**src/inc/nvm_shadow_cfg.svh**
```systemverilog
// Summary of operation
// - bit 7 clamps fourth buck code to 0x1c
// - bit 6 forces third linear into passthrough
// - three two-bit start ranks, rank0 to rank3
// - fourth buck default: 1.15/1.2/1.8/3.3 V
// - third buck default: 1.2/1.8/3.0/3.3 V
// - second buck default: 1.1/1.2/1.35/1.5 V
// - first buck default: 1.1/1.15/1.2/1.5 V
// - boost overvoltage switches general switch off
// - third linear default, code 11 halves buck
// - second linear default: 1.8/2.5/2.9/3.3 V
// - first linear default, same code set
// - sixth linear default; bits 7:4 reserved
// - fifth linear default: 1.8/2.5/2.9/3.3 V
// - seven-bit bus address, applied at once
// - all five registers read and write
`ifndef NVM_SHADOW_CFG_SVH
`define NVM_SHADOW_CFG_SVH
`define OFS_RANK_OPT     8'hfb
`define OFS_BUCK_LEVEL   8'hfc
`define OFS_LIN_LEVEL_1  8'hfd
`define OFS_LIN_LEVEL_2  8'hfe
`define OFS_BUS_ADDR     8'hff
`define POS_BUCK4_LIMIT  7
`define POS_LIN3_PASS    6
`define POS_SW_OFF_OVP   7
`define BUCK4_LIMIT_CODE 6'h1c
`define LIN3_TRACK_SEL   2'h3
`define RST_SHADOW       8'h00
`endif

```
**src/inc/nvm_shadow_pkg.sv**
```systemverilog
package nvm_shadow_pkg;
  // decoded start ranks for the sequencer
  typedef struct packed {
    logic [1:0] memory_reference_start_rank;
    logic [1:0] sixth_linear_start_rank;
    logic [1:0] fifth_linear_start_rank;
  } rank_set_t;
  // default level selections, two bits each
  typedef struct packed {
    logic [1:0] fourth_buck_default_level;
    logic [1:0] third_buck_default_level;
    logic [1:0] second_buck_default_level;
    logic [1:0] first_buck_default_level;
    logic [1:0] third_linear_default_level;
    logic [1:0] second_linear_default_level;
    logic [1:0] first_linear_default_level;
    logic [1:0] sixth_linear_default_level;
    logic [1:0] fifth_linear_default_level;
  } level_set_t;
endpackage

```
**src/rtl/nvm_shadow_config_regs.sv**
```systemverilog
`timescale 1ns/1ps
`include "nvm_shadow_cfg.svh"
module nvm_shadow_config_regs (
  input  wire logic                      clk,
  input  wire logic                      rst_b,
  input  wire logic [39:0]               nvm_image,
  input  wire logic                      reg_wr,
  input  wire logic                      reg_rd,
  input  wire logic [7:0]                reg_addr,
  input  wire logic [7:0]                reg_wdata,
  output logic      [7:0]                reg_rdata,
  output logic                           reg_hit,
  output logic                           shadow_loaded,
  input  wire logic [5:0]                fourth_buck_voltage_code_req,
  output logic      [5:0]                fourth_buck_voltage_code,
  input  wire logic [5:0]                second_buck_voltage_code,
  output logic                           third_linear_tracks_buck,
  output logic      [5:0]                third_linear_track_code,
  output logic                           third_linear_forced_passthrough,
  output nvm_shadow_pkg::rank_set_t      ranks,
  output nvm_shadow_pkg::level_set_t     levels,
  input  wire logic                      boost_overvoltage,
  output logic                           general_power_switch_allow,
  output logic      [6:0]                bus_slave_address
);
  // shadow bank, index 0 is 0xfb through index 4 at 0xff
  logic [7:0] shadow_reg [5];
  logic [7:0] shadow_next [5];
  logic       loaded_reg;   // high once image copy is done
  logic       loaded_next;
  logic       ovp_off_reg;  // latched switch-off after overvoltage
  logic       ovp_off_next;
  logic [7:0] rdata_reg;
  logic [7:0] rdata_next;
  logic       hit_reg;
  logic       hit_next;
  logic [2:0] sel;          // decoded register index
  logic       sel_ok;

  // address decode, unmapped offsets miss
  always_comb begin
    sel    = 3'h0;
    sel_ok = 1'b1;
    if (reg_addr == `OFS_RANK_OPT) begin
      sel = 3'h0;
    end else if (reg_addr == `OFS_BUCK_LEVEL) begin
      sel = 3'h1;
    end else if (reg_addr == `OFS_LIN_LEVEL_1) begin
      sel = 3'h2;
    end else if (reg_addr == `OFS_LIN_LEVEL_2) begin
      sel = 3'h3;
    end else if (reg_addr == `OFS_BUS_ADDR) begin
      sel = 3'h4;
    end else begin
      sel_ok = 1'b0;
    end
  end

  // next shadow contents: image copy first, then host writes
  always_comb begin
    loaded_next = 1'b1;
    for (int i = 0; i < 5; i++) begin
      shadow_next[i] = shadow_reg[i];
    end
    if (!loaded_reg) begin
      // first clock after reset copies the non-volatile image
      for (int i = 0; i < 5; i++) begin
        shadow_next[i] = nvm_image[i*8 +: 8];
      end
    end else if (reg_wr && sel_ok) begin
      // every register is writable, reserved bits are kept too
      shadow_next[sel] = reg_wdata;
    end
  end

  // read data is registered, reserved bits read back as stored
  always_comb begin
    rdata_next = rdata_reg;
    hit_next   = 1'b0;
    if (reg_rd) begin
      hit_next   = sel_ok;
      rdata_next = sel_ok ? shadow_reg[sel] : 8'h00;
    end
  end

  // switch-off latch: set by overvoltage while enabled, cleared
  // when the option is turned off so the switch may run again
  always_comb begin
    ovp_off_next = ovp_off_reg;
    if (!shadow_reg[2][`POS_SW_OFF_OVP]) begin
      ovp_off_next = 1'b0;
    end else if (boost_overvoltage && loaded_reg) begin
      ovp_off_next = 1'b1;
    end
  end

  // registers only hold values
  always_ff @(posedge clk or negedge rst_b) begin
    if (!rst_b) begin
      for (int i = 0; i < 5; i++) begin
        shadow_reg[i] <= `RST_SHADOW;
      end
      loaded_reg  <= 1'b0;
      ovp_off_reg <= 1'b0;
      rdata_reg   <= 8'h00;
      hit_reg     <= 1'b0;
    end else begin
      for (int i = 0; i < 5; i++) begin
        shadow_reg[i] <= shadow_next[i];
      end
      loaded_reg  <= loaded_next;
      ovp_off_reg <= ovp_off_next;
      rdata_reg   <= rdata_next;
      hit_reg     <= hit_next;
    end
  end

  assign reg_rdata     = rdata_reg;
  assign reg_hit       = hit_reg;
  // sequencer must wait for this before using ranks or levels
  assign shadow_loaded = loaded_reg;

  // clamp the requested fourth buck code when the limit is on
  always_comb begin
    fourth_buck_voltage_code = fourth_buck_voltage_code_req;
    if (shadow_reg[0][`POS_BUCK4_LIMIT] &&
        fourth_buck_voltage_code_req > `BUCK4_LIMIT_CODE) begin
      fourth_buck_voltage_code = `BUCK4_LIMIT_CODE;
    end
  end

  assign third_linear_forced_passthrough =
    shadow_reg[0][`POS_LIN3_PASS];
  assign ranks.memory_reference_start_rank = shadow_reg[0][5:4];
  assign ranks.sixth_linear_start_rank     = shadow_reg[0][3:2];
  assign ranks.fifth_linear_start_rank     = shadow_reg[0][1:0];

  assign levels.fourth_buck_default_level  = shadow_reg[1][7:6];
  assign levels.third_buck_default_level   = shadow_reg[1][5:4];
  assign levels.second_buck_default_level  = shadow_reg[1][3:2];
  assign levels.first_buck_default_level   = shadow_reg[1][1:0];
  assign levels.third_linear_default_level = shadow_reg[2][5:4];
  assign levels.second_linear_default_level = shadow_reg[2][3:2];
  assign levels.first_linear_default_level = shadow_reg[2][1:0];
  assign levels.sixth_linear_default_level = shadow_reg[3][3:2];
  assign levels.fifth_linear_default_level = shadow_reg[3][1:0];

  // code 11 makes the third linear follow half the second buck
  assign third_linear_tracks_buck =
    (shadow_reg[2][5:4] == `LIN3_TRACK_SEL);
  assign third_linear_track_code =
    {1'b0, second_buck_voltage_code[5:1]};

  // held off once an enabled overvoltage has been seen
  assign general_power_switch_allow = !ovp_off_reg;

  // address follows the register with no reload; the host must
  // address the device at the new value from the next access
  assign bus_slave_address = shadow_reg[4][6:0];
endmodule

```
**config.mk**
```make
export PLATFORM = sky130hd
export DESIGN_NAME = nvm_shadow_config_regs
export DESIGN_NICKNAME = d
export VERILOG_FILES = /design/src/inc/nvm_shadow_pkg.sv /design/src/rtl/nvm_shadow_config_regs.sv
export VERILOG_INCLUDE_DIRS = /design/src /design/src/inc
export SDC_FILE = /design/constraint.sdc
export NUM_CORES = 1
export LEC_CHECK = 0
export ABC_CLOCK_PERIOD_IN_PS = 1620
export BUFFER_PORTS_ARGS = -buffer_cell sky130_fd_sc_hd__buf_2
export CORE_AREA = 2 2 64 111
export CTS_CLUSTER_DIAMETER = 80
export CTS_CLUSTER_SIZE = 20
export DETAILED_ROUTE_END_ITERATION = 12
export DIE_AREA = 0 0 66 113
export GPL_TIMING_DRIVEN = 0
export PLACE_DENSITY = 0.78
export SLEW_MARGIN = 20
export SYNTH_ARGS = -nofsm -noshare
export SYNTH_HDL_FRONTEND = slang
export SYNTH_SLANG_ARGS = --single-unit
```
**constraint.sdc**
```tcl
create_clock -name clk -period 1.62 [get_ports clk]
set_input_delay 0.081 -clock clk [delete_from_list [all_inputs] [get_ports clk]]
set_output_delay 0.081 -clock clk [all_outputs]
set_load 0.02 [all_outputs]
```
Yosys cells after proc, flatten, opt, wreduce, memory -nomap -nowiden:

Index checks and enable logic that the tools add are counted.

* register bits: 51
* word-level logic and storage cells: 49

* equality and inequality tests: 8
* muxes and demuxes: 23
* magnitude comparators: 3
* reductions and logical operators: 5
* bitwise operators: 1

Operators with widths (count)
* 40-bit 2-to-1 mux: 2
* 40-bit bitwise mux: 1
* 8-bit equality test, second input constant: 5
* 8-bit 2-to-1 mux: 4
* 8-bit binary-select mux with 3-bit select: 1
* 8-bit demux with 3-bit select: 1
* 3-bit 2-to-1 mux: 5
* 1-bit 2-to-1 mux: 8
* 6-bit by 5-bit greater-than comparator with 1-bit output, second input constant: 1
* 6-bit 2-to-1 mux: 1
* 4-bit >= comparator, second input constant: 1
* 1-bit logical AND: 4
* 4-bit by 1-bit less-than comparator with 1-bit output, second input constant: 1
* 2-bit by 1-bit inequality test with 1-bit output, second input constant: 2
* 3-bit inverter with 4-bit output: 1
* 2-bit equality test, second input constant: 1
* 1-bit zero test: 1

Longest topological paths before layout:

Gate-level depths: netlist of the first run.

* depth after elaboration: 14
* gate-level depth with buffers: 6

Least setup slack after synthesis of the first run:

Ideal clock, no wire load.

* path type: input to register
* start: input port reg_addr[4]
* end: register shadow_reg (netlist bit third_linear_forced_passthrough)
* buffers on the path: 1
* data required time: 1.483 ns
* arrival time: 1.049 ns
* slack: 0.434 ns
* cell stages on the path: 5
* setup time: 0.137 ns
* cell sequence: nand4_2 -> or4_4 -> buf_6 -> mux2i_1 -> a21oi_1

* longest elaborated chain between the ends: 14
* elaborated cells between the ends (all ways): 26
* classes of those cells: order compare: 2; eq/ne: 6; mux: 15; bitwise: 1; reduce/logical: 2

RTL lines
* start, declared: RTL line nvm_shadow_config_regs.sv:9 `input wire logic [7:0] reg_addr,`
* 8-bit equality test (no source line)
* 3-bit 2-to-1 mux: RTL line nvm_shadow_config_regs.sv:52 `` end else if (reg_addr == `OFS_BUS_ADDR) begin ``
* 3-bit 2-to-1 mux: RTL line nvm_shadow_config_regs.sv:50 `` end else if (reg_addr == `OFS_LIN_LEVEL_2) begin ``
* 3-bit 2-to-1 mux: RTL line nvm_shadow_config_regs.sv:48 `` end else if (reg_addr == `OFS_LIN_LEVEL_1) begin ``
* 3-bit 2-to-1 mux: RTL line nvm_shadow_config_regs.sv:46 `` end else if (reg_addr == `OFS_BUCK_LEVEL) begin ``
* 3-bit 2-to-1 mux: RTL line nvm_shadow_config_regs.sv:44 `` if (reg_addr == `OFS_RANK_OPT) begin ``
* 3-bit inverter with 4-bit output (not written as such): RTL line nvm_shadow_config_regs.sv:72 `shadow_next[sel] = reg_wdata;`
* 4-bit >= comparator (not written as such) or 4-bit by 1-bit less-than comparator with 1-bit output (tied branches): RTL line nvm_shadow_config_regs.sv:72
* 1-bit logical AND (not written as such): RTL line nvm_shadow_config_regs.sv:72
* 8-bit 2-to-1 mux (not written as such): RTL line nvm_shadow_config_regs.sv:72
* 8-bit demux with 3-bit select: RTL line nvm_shadow_config_regs.sv:72
* 40-bit bitwise mux: RTL line nvm_shadow_config_regs.sv:72
* 40-bit 2-to-1 mux: RTL line nvm_shadow_config_regs.sv:70 `end else if (reg_wr && sel_ok) begin`
* 40-bit 2-to-1 mux: RTL line nvm_shadow_config_regs.sv:65 `if (!loaded_reg) begin`
* end signal, assigned by index: RTL line nvm_shadow_config_regs.sv:101 `` shadow_reg[i] <= `RST_SHADOW; ``
* end signal, assigned by index: RTL line nvm_shadow_config_regs.sv:109 `shadow_reg[i] <= shadow_next[i];`
* end, declared: RTL line nvm_shadow_config_regs.sv:27 `logic [7:0] shadow_reg [5];`

Several ways; a longest one is shown, not always the timed one. The select of a mux whose other input is x is not followed.
A chain may end at the register's enable or synchronous reset.

Worst setup path after layout of the first run:

* start: register shadow_reg[39] (netlist bit)
* end: output port fourth_buck_voltage_code[0]

* longest elaborated chain between the ends: 2

RTL lines
* 1-bit logical AND (no source line)
* 6-bit 2-to-1 mux: RTL line nvm_shadow_config_regs.sv:126 `` if (shadow_reg[0][`POS_BUCK4_LIMIT] && ``
* end, declared: RTL line nvm_shadow_config_regs.sv:15 `output logic [5:0] fourth_buck_voltage_code,`

No other way between the ends.

==> flow_metrics.env, run 1 <==
export IMPL_drt_pass1_iterations=4
export IMPL_post_drt_wl_per_cell_um=16.8
export IMPL_grt_pass1_wl_um=13300
export IMPL_drive_above_1_share=0.440
export IMPL_num_vias=2668
export IMPL_postCtsSetupBuffers=0
export IMPL_power_leakage_nw=2.14
export IMPL_viasPerCell=5.17
export IMPL_total_power_mw=3.36
export IMPL_port_buffers=119
export IMPL_period_minus_slack_ps=1330
export IMPL_skew_ps=6.65
export IMPL_period_share=0.818
export IMPL_grt_pass1_vias=2733
export IMPL_dieArea_um2=7460
export IMPL_drc_errors=0
export IMPL_largest_reg_flops=18
export IMPL_die_h_um=113
export IMPL_setup_viol=0
export IMPL_arrival_ps=1240
export IMPL_clk_latency_ps=300
export IMPL_antenna_left=0
export IMPL_fillers=597
export IMPL_final_hold_viol_count=0
export IMPL_htreeDepth=2
export IMPL_wl_um=8690
export IMPL_power_density_nw_per_um2=855
export IMPL_ys_seq_area_frac=0.421
export IMPL_worst_path_max_fanout=5
export IMPL_grt_max_degree=30
export IMPL_rsz0062_at_grt="false"
export IMPL_cts_sinks=51
export IMPL_ctsHoldBuffers=1
export IMPL_gp_congestion=0.848
export IMPL_irDropWorstVdd_mv=0.703
export IMPL_crit_family="flip-flops"
export IMPL_worstSetupStartpointType="flip-flop"
export IMPL_async_flop_share=1.00
export IMPL_status="complete, no violations"
export IMPL_cap_violations=0
export IMPL_cts_clk_slew_worst_paths_ps=70
export IMPL_critical_path_cell_chain="o21ai_0, and2_1, buf_2"
export IMPL_area_growth_pct=29.4
export IMPL_slew_viol_final=0
export IMPL_hp_class="in -> reg"
export IMPL_num_antenna_cells=0
export IMPL_start_util=0.464
export IMPL_final_common_cell="buf_2"
export IMPL_antenna_found_initial=0
export IMPL_synth_ff_type="dfrtp_1"
export IMPL_coreArea_um2=6540
export IMPL_cts_buffers=5
export IMPL_ys_ff_latch=51
export IMPL_synth_edf_count=0
export IMPL_tightest_slew_ps=715
export IMPL_crit_type="reg -> out"
export IMPL_synth_area_leaders="dfrtp_1 42%, mux2i_1 16%, buf_4 10%"
export IMPL_fin_cells=516
export IMPL_synth_top_cell_by_area="dfrtp_1"
export IMPL_core_rowCount=39
export IMPL_final_cell_mix="121 x buf_2, 51 x dfrtp_1, 48 x mux2i_1"
export IMPL_fp_dieW_um=66
export IMPL_synth_top_cell_area_share=0.421
export IMPL_ys_warn_count=0
export IMPL_r2r_start="levels[12]$_DFFE_PN0P_"
export IMPL_ios=129
export IMPL_fin_util=0.600
export IMPL_drt_iter0_markers=128
export IMPL_synth_nets=378
export IMPL_grt_overflow_total=0
export IMPL_synth_distinct_cells=29
export IMPL_place_hpwl_um=6600
export IMPL_cp_slowest_stage_delay_ps=400
export IMPL_synth_cells=305
export IMPL_cts_buffer_depth=2
export IMPL_crit_start="shadow_reg[39]$_DFFE_PN0P_"
export IMPL_cp_end_kind="output port"
export IMPL_cts_resized_gates=0
export IMPL_tritoncts="done"
export IMPL_fin_nets=506
export IMPL_fmax_mhz=754
export IMPL_synth_area_um2=3030
export IMPL_root_buffer="clkbuf_16"
export IMPL_fin_setup_tns_ps=0
export IMPL_path_buf_inv=1
export IMPL_relSlewSlack=0.523
export IMPL_worst_hold_slack_ps=24.9
export IMPL_cp_required_ps=1540
export IMPL_place_inst=507
export IMPL_track_usage=0.242
export IMPL_synth_avg_cell_area_um2=9.95
export IMPL_worstHoldStart="nvm_image[34]"
export IMPL_cpMaxStageDelayCell="dfrtp_1"
[stage by stage]
step / setup slack (ps) / area, um^2
6_report: 294 / 3930
3_5_place_dp: 120 / 3760
5_1_grt: 214 / 3930
2_1_floorplan: 434 / 3030
4_1_cts: 276 / 3930
3_3_place_gp: 123 / 3730
[cells by family after synthesis]
logic type / share of synthesized area
compound gates: 0.124
simple gates: 0.118
other cells: 0.00248
buf+inv: 0.144
flops: 0.421
mux: 0.192
[power by group]
group          internal [mW]  switching (mW)  total [mW]
sequential              1.37          0.0789        1.45
combinational          0.371           0.423       0.794
clock                  0.658           0.456        1.11
total                   2.40           0.958        3.36
[cells in the mapped netlist (3+ instances only)]
| cell | instances |
|---|---|
| a21oi_1 | 41 |
| and2_1 | 6 |
| buf_4 | 41 |
| clkbuf_1 | 6 |
| dfrtp_1 | 51 |
| inv_1 | 11 |
| mux2_2 | 7 |
| mux2i_1 | 48 |
| nand2b_1 | 3 |
| nand4_2 | 5 |
| nor2_1 | 41 |
| nor2b_1 | 4 |
| o21ai_1 | 7 |
| o22a_1 | 7 |
| o22ai_1 | 8 |
[path summary, 6_finish.rpt]
kind | slack, ps | endpoint | cells past startpoint
min in group asynchronous | 380 | bus_slave_address[3]$_DFFE_PN0P_ | 2
max | 290 | fourth_buck_voltage_code[0] | 3
min reg2reg | 520 | reg_rdata[7]$_DFFE_PN0P_ | 2
min | 20 | bus_slave_address[2]$_DFFE_PN0P_ | 3
max in group asynchronous | 680 | reg_rdata[3]$_DFFE_PN0P_ | 3
max reg2reg | 340 | reg_rdata[2]$_DFFE_PN0P_ | 4
[worst register-to-register path, delay by kind of cell (launching register included)]
family | cells | cell delay (ps)
compound gates | 2 | 310
flops | 1 | 400
mux | 2 | 420
[per-layer routing]
metal  part of all wire  vias to the layer above  global-route usage
li1                   -                     1269                   -
met1               0.35                     1251               0.258
met2               0.55                      125               0.445
met3              0.069                       23              0.0447
met4              0.035                        0               0.112
met5                  0                        -                   0
[area by class of cell]
cell class / instances / area [um^2] / area share
Timing Repair Buffer: 121 / 633 / 0.161
Multi-Input combinational cell: 189 / 1320 / 0.337
Sequential cell: 51 / 1280 / 0.325
Tap cell: 82 / 103 / 0.0261
Inverter: 11 / 41.3 / 0.0105
Buffer: 54 / 394 / 0.100
Clock buffer: 8 / 156 / 0.0398
No activity file was read; power rests on OpenSTA's default activity.
==> inputs of run 2 (changes only) <==
--- a/config.mk
+++ b/config.mk
@@ -6,15 +6,15 @@
 export SDC_FILE = /design/constraint.sdc
 export NUM_CORES = 1
 export LEC_CHECK = 0
-export ABC_CLOCK_PERIOD_IN_PS = 1620
+export ABC_CLOCK_PERIOD_IN_PS = 1200
 export BUFFER_PORTS_ARGS = -buffer_cell sky130_fd_sc_hd__buf_2
-export CORE_AREA = 2 2 64 111
+export CORE_AREA = 2 2 66 115
 export CTS_CLUSTER_DIAMETER = 80
 export CTS_CLUSTER_SIZE = 20
 export DETAILED_ROUTE_END_ITERATION = 12
-export DIE_AREA = 0 0 66 113
+export DIE_AREA = 0 0 68 117
 export GPL_TIMING_DRIVEN = 0
-export PLACE_DENSITY = 0.78
+export PLACE_DENSITY = 0.76
 export SLEW_MARGIN = 20
 export SYNTH_ARGS = -nofsm -noshare
 export SYNTH_HDL_FRONTEND = slang
==> constraint.sdc (replaced) <==
create_clock -name clk -period 1.2 [get_ports clk]
set_input_delay 0.06 -clock clk [delete_from_list [all_inputs] [get_ports clk]]
set_output_delay 0.06 -clock clk [all_outputs]
set_load 0.02 [all_outputs]
==> flow_metrics.env, run 2 (synthesized netlist as in run 1, its figures left out) <==
export IMPL_status="complete, but fails checks"
export IMPL_violations="setup timing"
export IMPL_wl_um=8700
export IMPL_post_drt_wl_per_cell_um=16.3
export IMPL_rr_worst_depth=3
export IMPL_power_frac_seq=0.408
export IMPL_fin_ws_ps=-67.6
export IMPL_drt_pass1_iterations=4
export IMPL_die_h_um=117
export IMPL_place_hpwl_um=6470
export IMPL_power_frac_comb=0.250
export IMPL_fmax_mhz=789
export IMPL_start_util=0.429
export IMPL_cap_violations=0
export IMPL_largest_reg_flops=18
export IMPL_port_buffers=119
export IMPL_period_minus_slack_ps=1270
export IMPL_fp_dieW_um=68
export IMPL_drc_errors=0
export IMPL_net_switching_power_mw=1.36
export IMPL_track_usage=0.229
export IMPL_final_common_cell="buf_2"
export IMPL_holdPathEnd="shadow_reg[39]$_DFFE_PN0P_"
export IMPL_drive_above_1_share=0.478
export IMPL_drt_iter0_markers=170
export IMPL_cts_sinks=51
export IMPL_power_density_nw_per_um2=1150
export IMPL_final_cell_mix="116 x buf_2, 62 x buf_4, 51 x dfrtp_1"
export IMPL_grt_pass1_wl_um=13100
export IMPL_irDropWorstVdd_mv=1.08
export IMPL_antenna_found_initial=0
export IMPL_hp_class="in -> reg"
export IMPL_fin_setup_tns_ps=-132
export IMPL_rsz0062_at_grt="true"
export IMPL_core_rowCount=41
export IMPL_pwr_share_clk=0.342
export IMPL_r2r_start="bus_slave_address[0]$_DFFE_PN0P_"
export IMPL_holdPathStages=3
export IMPL_clk_latency_ps=300
export IMPL_total_power_mw=4.77
export IMPL_crit_type="reg -> reg"
export IMPL_dieArea_um2=7960
export IMPL_area_growth_pct=36.2
export IMPL_rr_endpoint="reg_rdata[0]$_DFFE_PN0P_"
export IMPL_htreeDepth=2
export IMPL_power_leakage_nw=2.24
export IMPL_relSlewSlack=0.554
export IMPL_tritoncts="done"
export IMPL_root_buffer="clkbuf_16"
export IMPL_arrival_ps=1430
export IMPL_cts_clk_slew_worst_paths_ps=70
export IMPL_antenna_left=0
export IMPL_worst_path_max_fanout=2
export IMPL_grt_pass1_vias=2672
export IMPL_sw_frac_of_total=0.285
export IMPL_setup_viol=5
export IMPL_grt_overflow_total=0
export IMPL_cp_required_ps=1360
export IMPL_worstHoldStart="nvm_image[7]"
export IMPL_skew_ps=7.89
export IMPL_coreArea_um2=7080
export IMPL_period_share=1.06
export IMPL_final_hold_viol_count=0
export IMPL_viasPerCell=5.04
export IMPL_num_antenna_cells=0
export IMPL_cts_buffer_depth=2
export IMPL_num_vias=2689
export IMPL_reg2reg_setup_slack_ps=-70
export IMPL_ios=129
export IMPL_grt_max_degree=52
export IMPL_tightest_slew_ps=670
export IMPL_p_int_mw=3.41
export IMPL_gp_congestion=0.832
export IMPL_fin_nets=520
export IMPL_worstSetupStartpointType="flip-flop"
export IMPL_cts_buffers=5
export IMPL_cp_end_kind="flip-flop"
export IMPL_slew_viol_final=0
run 2: cell types whose count changed in the layout (fill, tap and decap cells not counted), moves of 2 or more:
| cell | previous run | this run |
|---|---|---|
| buf_2 | 121 | 116 |
| clkbuf_2 | 0 | 2 |
| clkbuf_4 | 0 | 2 |
| nand4_4 | 0 | 4 |
| clkbuf_1 | 7 | 0 |
| buf_4 | 41 | 62 |
| mux2_4 | 0 | 5 |
| nand4_2 | 5 | 1 |
| clkbuf_8 | 4 | 2 |
| mux2_2 | 7 | 2 |
run 2: how the worst max path moves through the flow:
stage / to / from / cells after the start / slack (ps)
after floorplan: third_linear_forced_passthrough$_DFFE_PN0P_ / reg_addr[4] / 5 / 40
after global placement: reg_rdata[5]$_DFFE_PN0P_ / reg_addr[1] / 6 / -210
after detailed placement: levels[3]$_DFFE_PN0P_ / reg_addr[2] / 6 / -240
after CTS: reg_rdata[0]$_DFFE_PN0P_ / bus_slave_address[0]$_DFFE_PN0P_ / 3 / -70
after global routing: reg_rdata[0]$_DFFE_PN0P_ / bus_slave_address[0]$_DFFE_PN0P_ / 3 / -80
final: reg_rdata[0]$_DFFE_PN0P_ / bus_slave_address[0]$_DFFE_PN0P_ / 3 / -70
run 2: power groups by stage:
stage | Combinational [mW] | Sequential (mW) | Clock, mW
2_1_floorplan | 0.673 | 1.96 | 0
3_3_place_gp | 1.04 | 1.98 | 0
3_5_place_dp | 1.06 | 1.99 | 0
4_1_cts | 1.15 | 1.94 | 1.65
5_1_grt | 1.29 | 1.96 | 1.71
6_report | 1.19 | 1.95 | 1.63
run 2: through the flow:
| step | area (um^2) | instances | hold slack (ps) | util | setup slack [ps] |
|---|---|---|---|---|---|
| after floorplan | 3030 | 305 | -236 | - | 35.4 |
| after global placement | 3740 | 510 | 306 | 0.528 | -211 |
| after detailed placement | 3740 | 510 | 310 | 0.528 | -241 |
| after CTS | 4040 | 532 | 2.63 | 0.571 | -69.2 |
| after global routing | 4130 | 534 | 18.1 | 0.584 | -83.4 |
| final | 4130 | 534 | 0.301 | 0.584 | -67.6 |
run 2: per-layer routing:
layer / GRT usage / routed length [um] / up-vias
met5: 0 / 0 / -
met4: 0.124 / 238 / 0
met3: 0.0344 / 476 / 17
met2: 0.417 / 4800 / 108
met1: 0.245 / 3180 / 1265
li1: - / - / 1299
run 2: critical path, stage by stage, from the launching register on:
cell	delay, ps
dfrtp_1	390
mux4_2	490
mux2i_2	180
o22ai_1	90
run 2: timing repair:
item                                    CTS  global route
setup buffers                            14             1
pin swaps                                11             3
resized for setup                        11            19
endpoints found under the hold margin     1            51
endpoints found under the setup margin   43            39
hold buffers                              1             1
run 2: area by class of cell:
type	instances	area (um^2)
Buffer	53	404
Clock buffer	5	125
Clock inverter	3	43.8
Fill cell	623	2950
Inverter	11	41.3
Multi-Input combinational cell	189	1390
Sequential cell	51	1280
Tap cell	86	108
Timing Repair Buffer	136	741
==> inputs of run 3 (changes only) <==
--- a/config.mk
+++ b/config.mk
@@ -8,11 +8,11 @@
 export LEC_CHECK = 0
 export ABC_CLOCK_PERIOD_IN_PS = 1200
 export BUFFER_PORTS_ARGS = -buffer_cell sky130_fd_sc_hd__buf_2
-export CORE_AREA = 2 2 66 115
+export CORE_AREA = 8 8 72 121
 export CTS_CLUSTER_DIAMETER = 80
 export CTS_CLUSTER_SIZE = 20
 export DETAILED_ROUTE_END_ITERATION = 12
-export DIE_AREA = 0 0 68 117
+export DIE_AREA = 0 0 80 129
 export GPL_TIMING_DRIVEN = 0
 export PLACE_DENSITY = 0.76
 export SLEW_MARGIN = 20
==> flow_metrics.env, run 3 (synthesized netlist as in run 1, its figures left out) <==
export IMPL_drt_pass1_iterations=4
export IMPL_tightest_slew_ps=654
export IMPL_worstHoldStart="nvm_image[36]"
export IMPL_num_vias=2752
export IMPL_total_power_mw=4.54
export IMPL_cp_end_kind="flip-flop"
export IMPL_hp_class="in -> reg"
export IMPL_die_h_um=129
export IMPL_cp_required_ps=1360
export IMPL_clk_latency_ps=290
export IMPL_final_cell_mix="117 x buf_2, 61 x buf_4, 51 x dfrtp_1"
export IMPL_fin_cells=534
export IMPL_slew_viol_final=0
export IMPL_root_buffer="clkbuf_16"
export IMPL_start_util=0.429
export IMPL_area_growth_pct=34.6
export IMPL_cts_sinks=51
export IMPL_power_density_nw_per_um2=1110
export IMPL_coreArea_um2=7080
export IMPL_antenna_left=0
export IMPL_place_inst=510
export IMPL_fin_ws_ps=-77.8
export IMPL_grt_pass1_vias=3032
export IMPL_core_rowCount=41
export IMPL_worstSetupStartpointType="flip-flop"
export IMPL_htreeDepth=2
export IMPL_num_antenna_cells=0
export IMPL_fp_dieW_um=80
export IMPL_final_hold_viol_count=0
export IMPL_cts_clk_slew_worst_paths_ps=60
export IMPL_crit_start="bus_slave_address[0]$_DFFE_PN0P_"
export IMPL_fin_util=0.577
export IMPL_drive_above_1_share=0.478
export IMPL_power_leakage_nw=2.22
export IMPL_final_common_cell="buf_2"
export IMPL_grt_overflow_total=0
export IMPL_ios=129
export IMPL_setup_viol=4
export IMPL_fin_setup_tns_ps=-255
export IMPL_cap_violations=0
export IMPL_gp_congestion=0.850
export IMPL_worst_path_max_fanout=2
export IMPL_wl_um=9530
export IMPL_largest_reg_flops=18
export IMPL_worst_hold_slack_ps=10.9
export IMPL_viasPerCell=5.15
export IMPL_arrival_ps=1440
export IMPL_drc_errors=0
export IMPL_irDropWorstVdd_mv=0.790
export IMPL_antenna_found_initial=0
export IMPL_drt_iter0_markers=143
export IMPL_r2r_start="bus_slave_address[0]$_DFFE_PN0P_"
export IMPL_crit_type="reg -> reg"
export IMPL_period_minus_slack_ps=1280
export IMPL_cts_buffers=5
export IMPL_port_buffers=119
export IMPL_dieArea_um2=10300
export IMPL_place_hpwl_um=7370
export IMPL_fin_nets=521
export IMPL_violations="setup timing"
export IMPL_skew_ps=4.31
export IMPL_tritoncts="done"
export IMPL_relSlewSlack=0.564
export IMPL_rsz0062_at_grt="true"
export IMPL_track_usage=0.184
export IMPL_post_drt_wl_per_cell_um=17.8
export IMPL_status="complete, but fails checks"
export IMPL_grt_max_degree=52
export IMPL_grt_pass1_wl_um=14600
export IMPL_fmax_mhz=783
export IMPL_cts_buffer_depth=2
export IMPL_period_share=1.06
-- run 3: worst paths after layout --
path | to | depth (start not counted) | slack (ps)
max | reg_rdata[0]$_DFFE_PN0P_ | 3 | -80
min | bus_slave_address[4]$_DFFE_PN0P_ | 3 | 10
max reg2reg | reg_rdata[0]$_DFFE_PN0P_ | 3 | -80
min reg2reg | ovp_off_reg$_DFFE_PN0P_ | 2 | 520
max in group asynchronous | ranks[2]$_DFFE_PN0P_ | 2 | 410
min in group asynchronous | levels[1]$_DFFE_PN0P_ | 2 | 340
-- run 3: repair_timing --
item                                    in CTS  in global routing
setup buffers                               15                  1
hold buffers                                 1                  0
endpoints found under the setup margin      43                 21
endpoints found under the hold margin       51                  0
pin swaps                                   13                  2
resized for setup                           12                  8
-- run 3: power breakdown --
group,switching (mW),total (mW),internal [mW]
clock network,0.595,1.41,0.815
registers,0.0948,1.94,1.85
logic,0.621,1.19,0.569
total,1.31,4.54,3.23
-- run 3: routing by layer --
| layer | track usage | wire length, um |
|---|---|---|
| met4 | 0.107 | 368 |
| met1 | 0.182 | 3250 |
| met5 | 0 | 0 |
| met2 | 0.330 | 5160 |
| met3 | 0.0475 | 747 |
-- run 3: area by class of cell --
| class | count | area, um^2 |
|---|---|---|
| well taps | 86 | 108 |
| clock buffers | 6 | 139 |
| fillers | 659 | 2990 |
| inverters | 11 | 41.3 |
| plain buffers | 54 | 402 |
| multi-input cells | 189 | 1380 |
| flip-flops and latches | 51 | 1280 |
| clock inverters | 1 | 5.00 |
| repair buffers | 136 | 736 |
-- run 3: worst max-delay path, cell delays in order (launching register included) --
cell	delay, ps
dfrtp_1	380
mux4_2	480
mux2i_1	200
o22ai_1	90
-- run 3: per-stage QoR --
step / area (um^2) / setup WS [ps]
2_1_floorplan: 3030 / 35.4
3_3_place_gp: 3740 / -221
3_5_place_dp: 3740 / -280
4_1_cts: 4030 / -70.1
5_1_grt: 4090 / -123
6_report: 4090 / -77.8
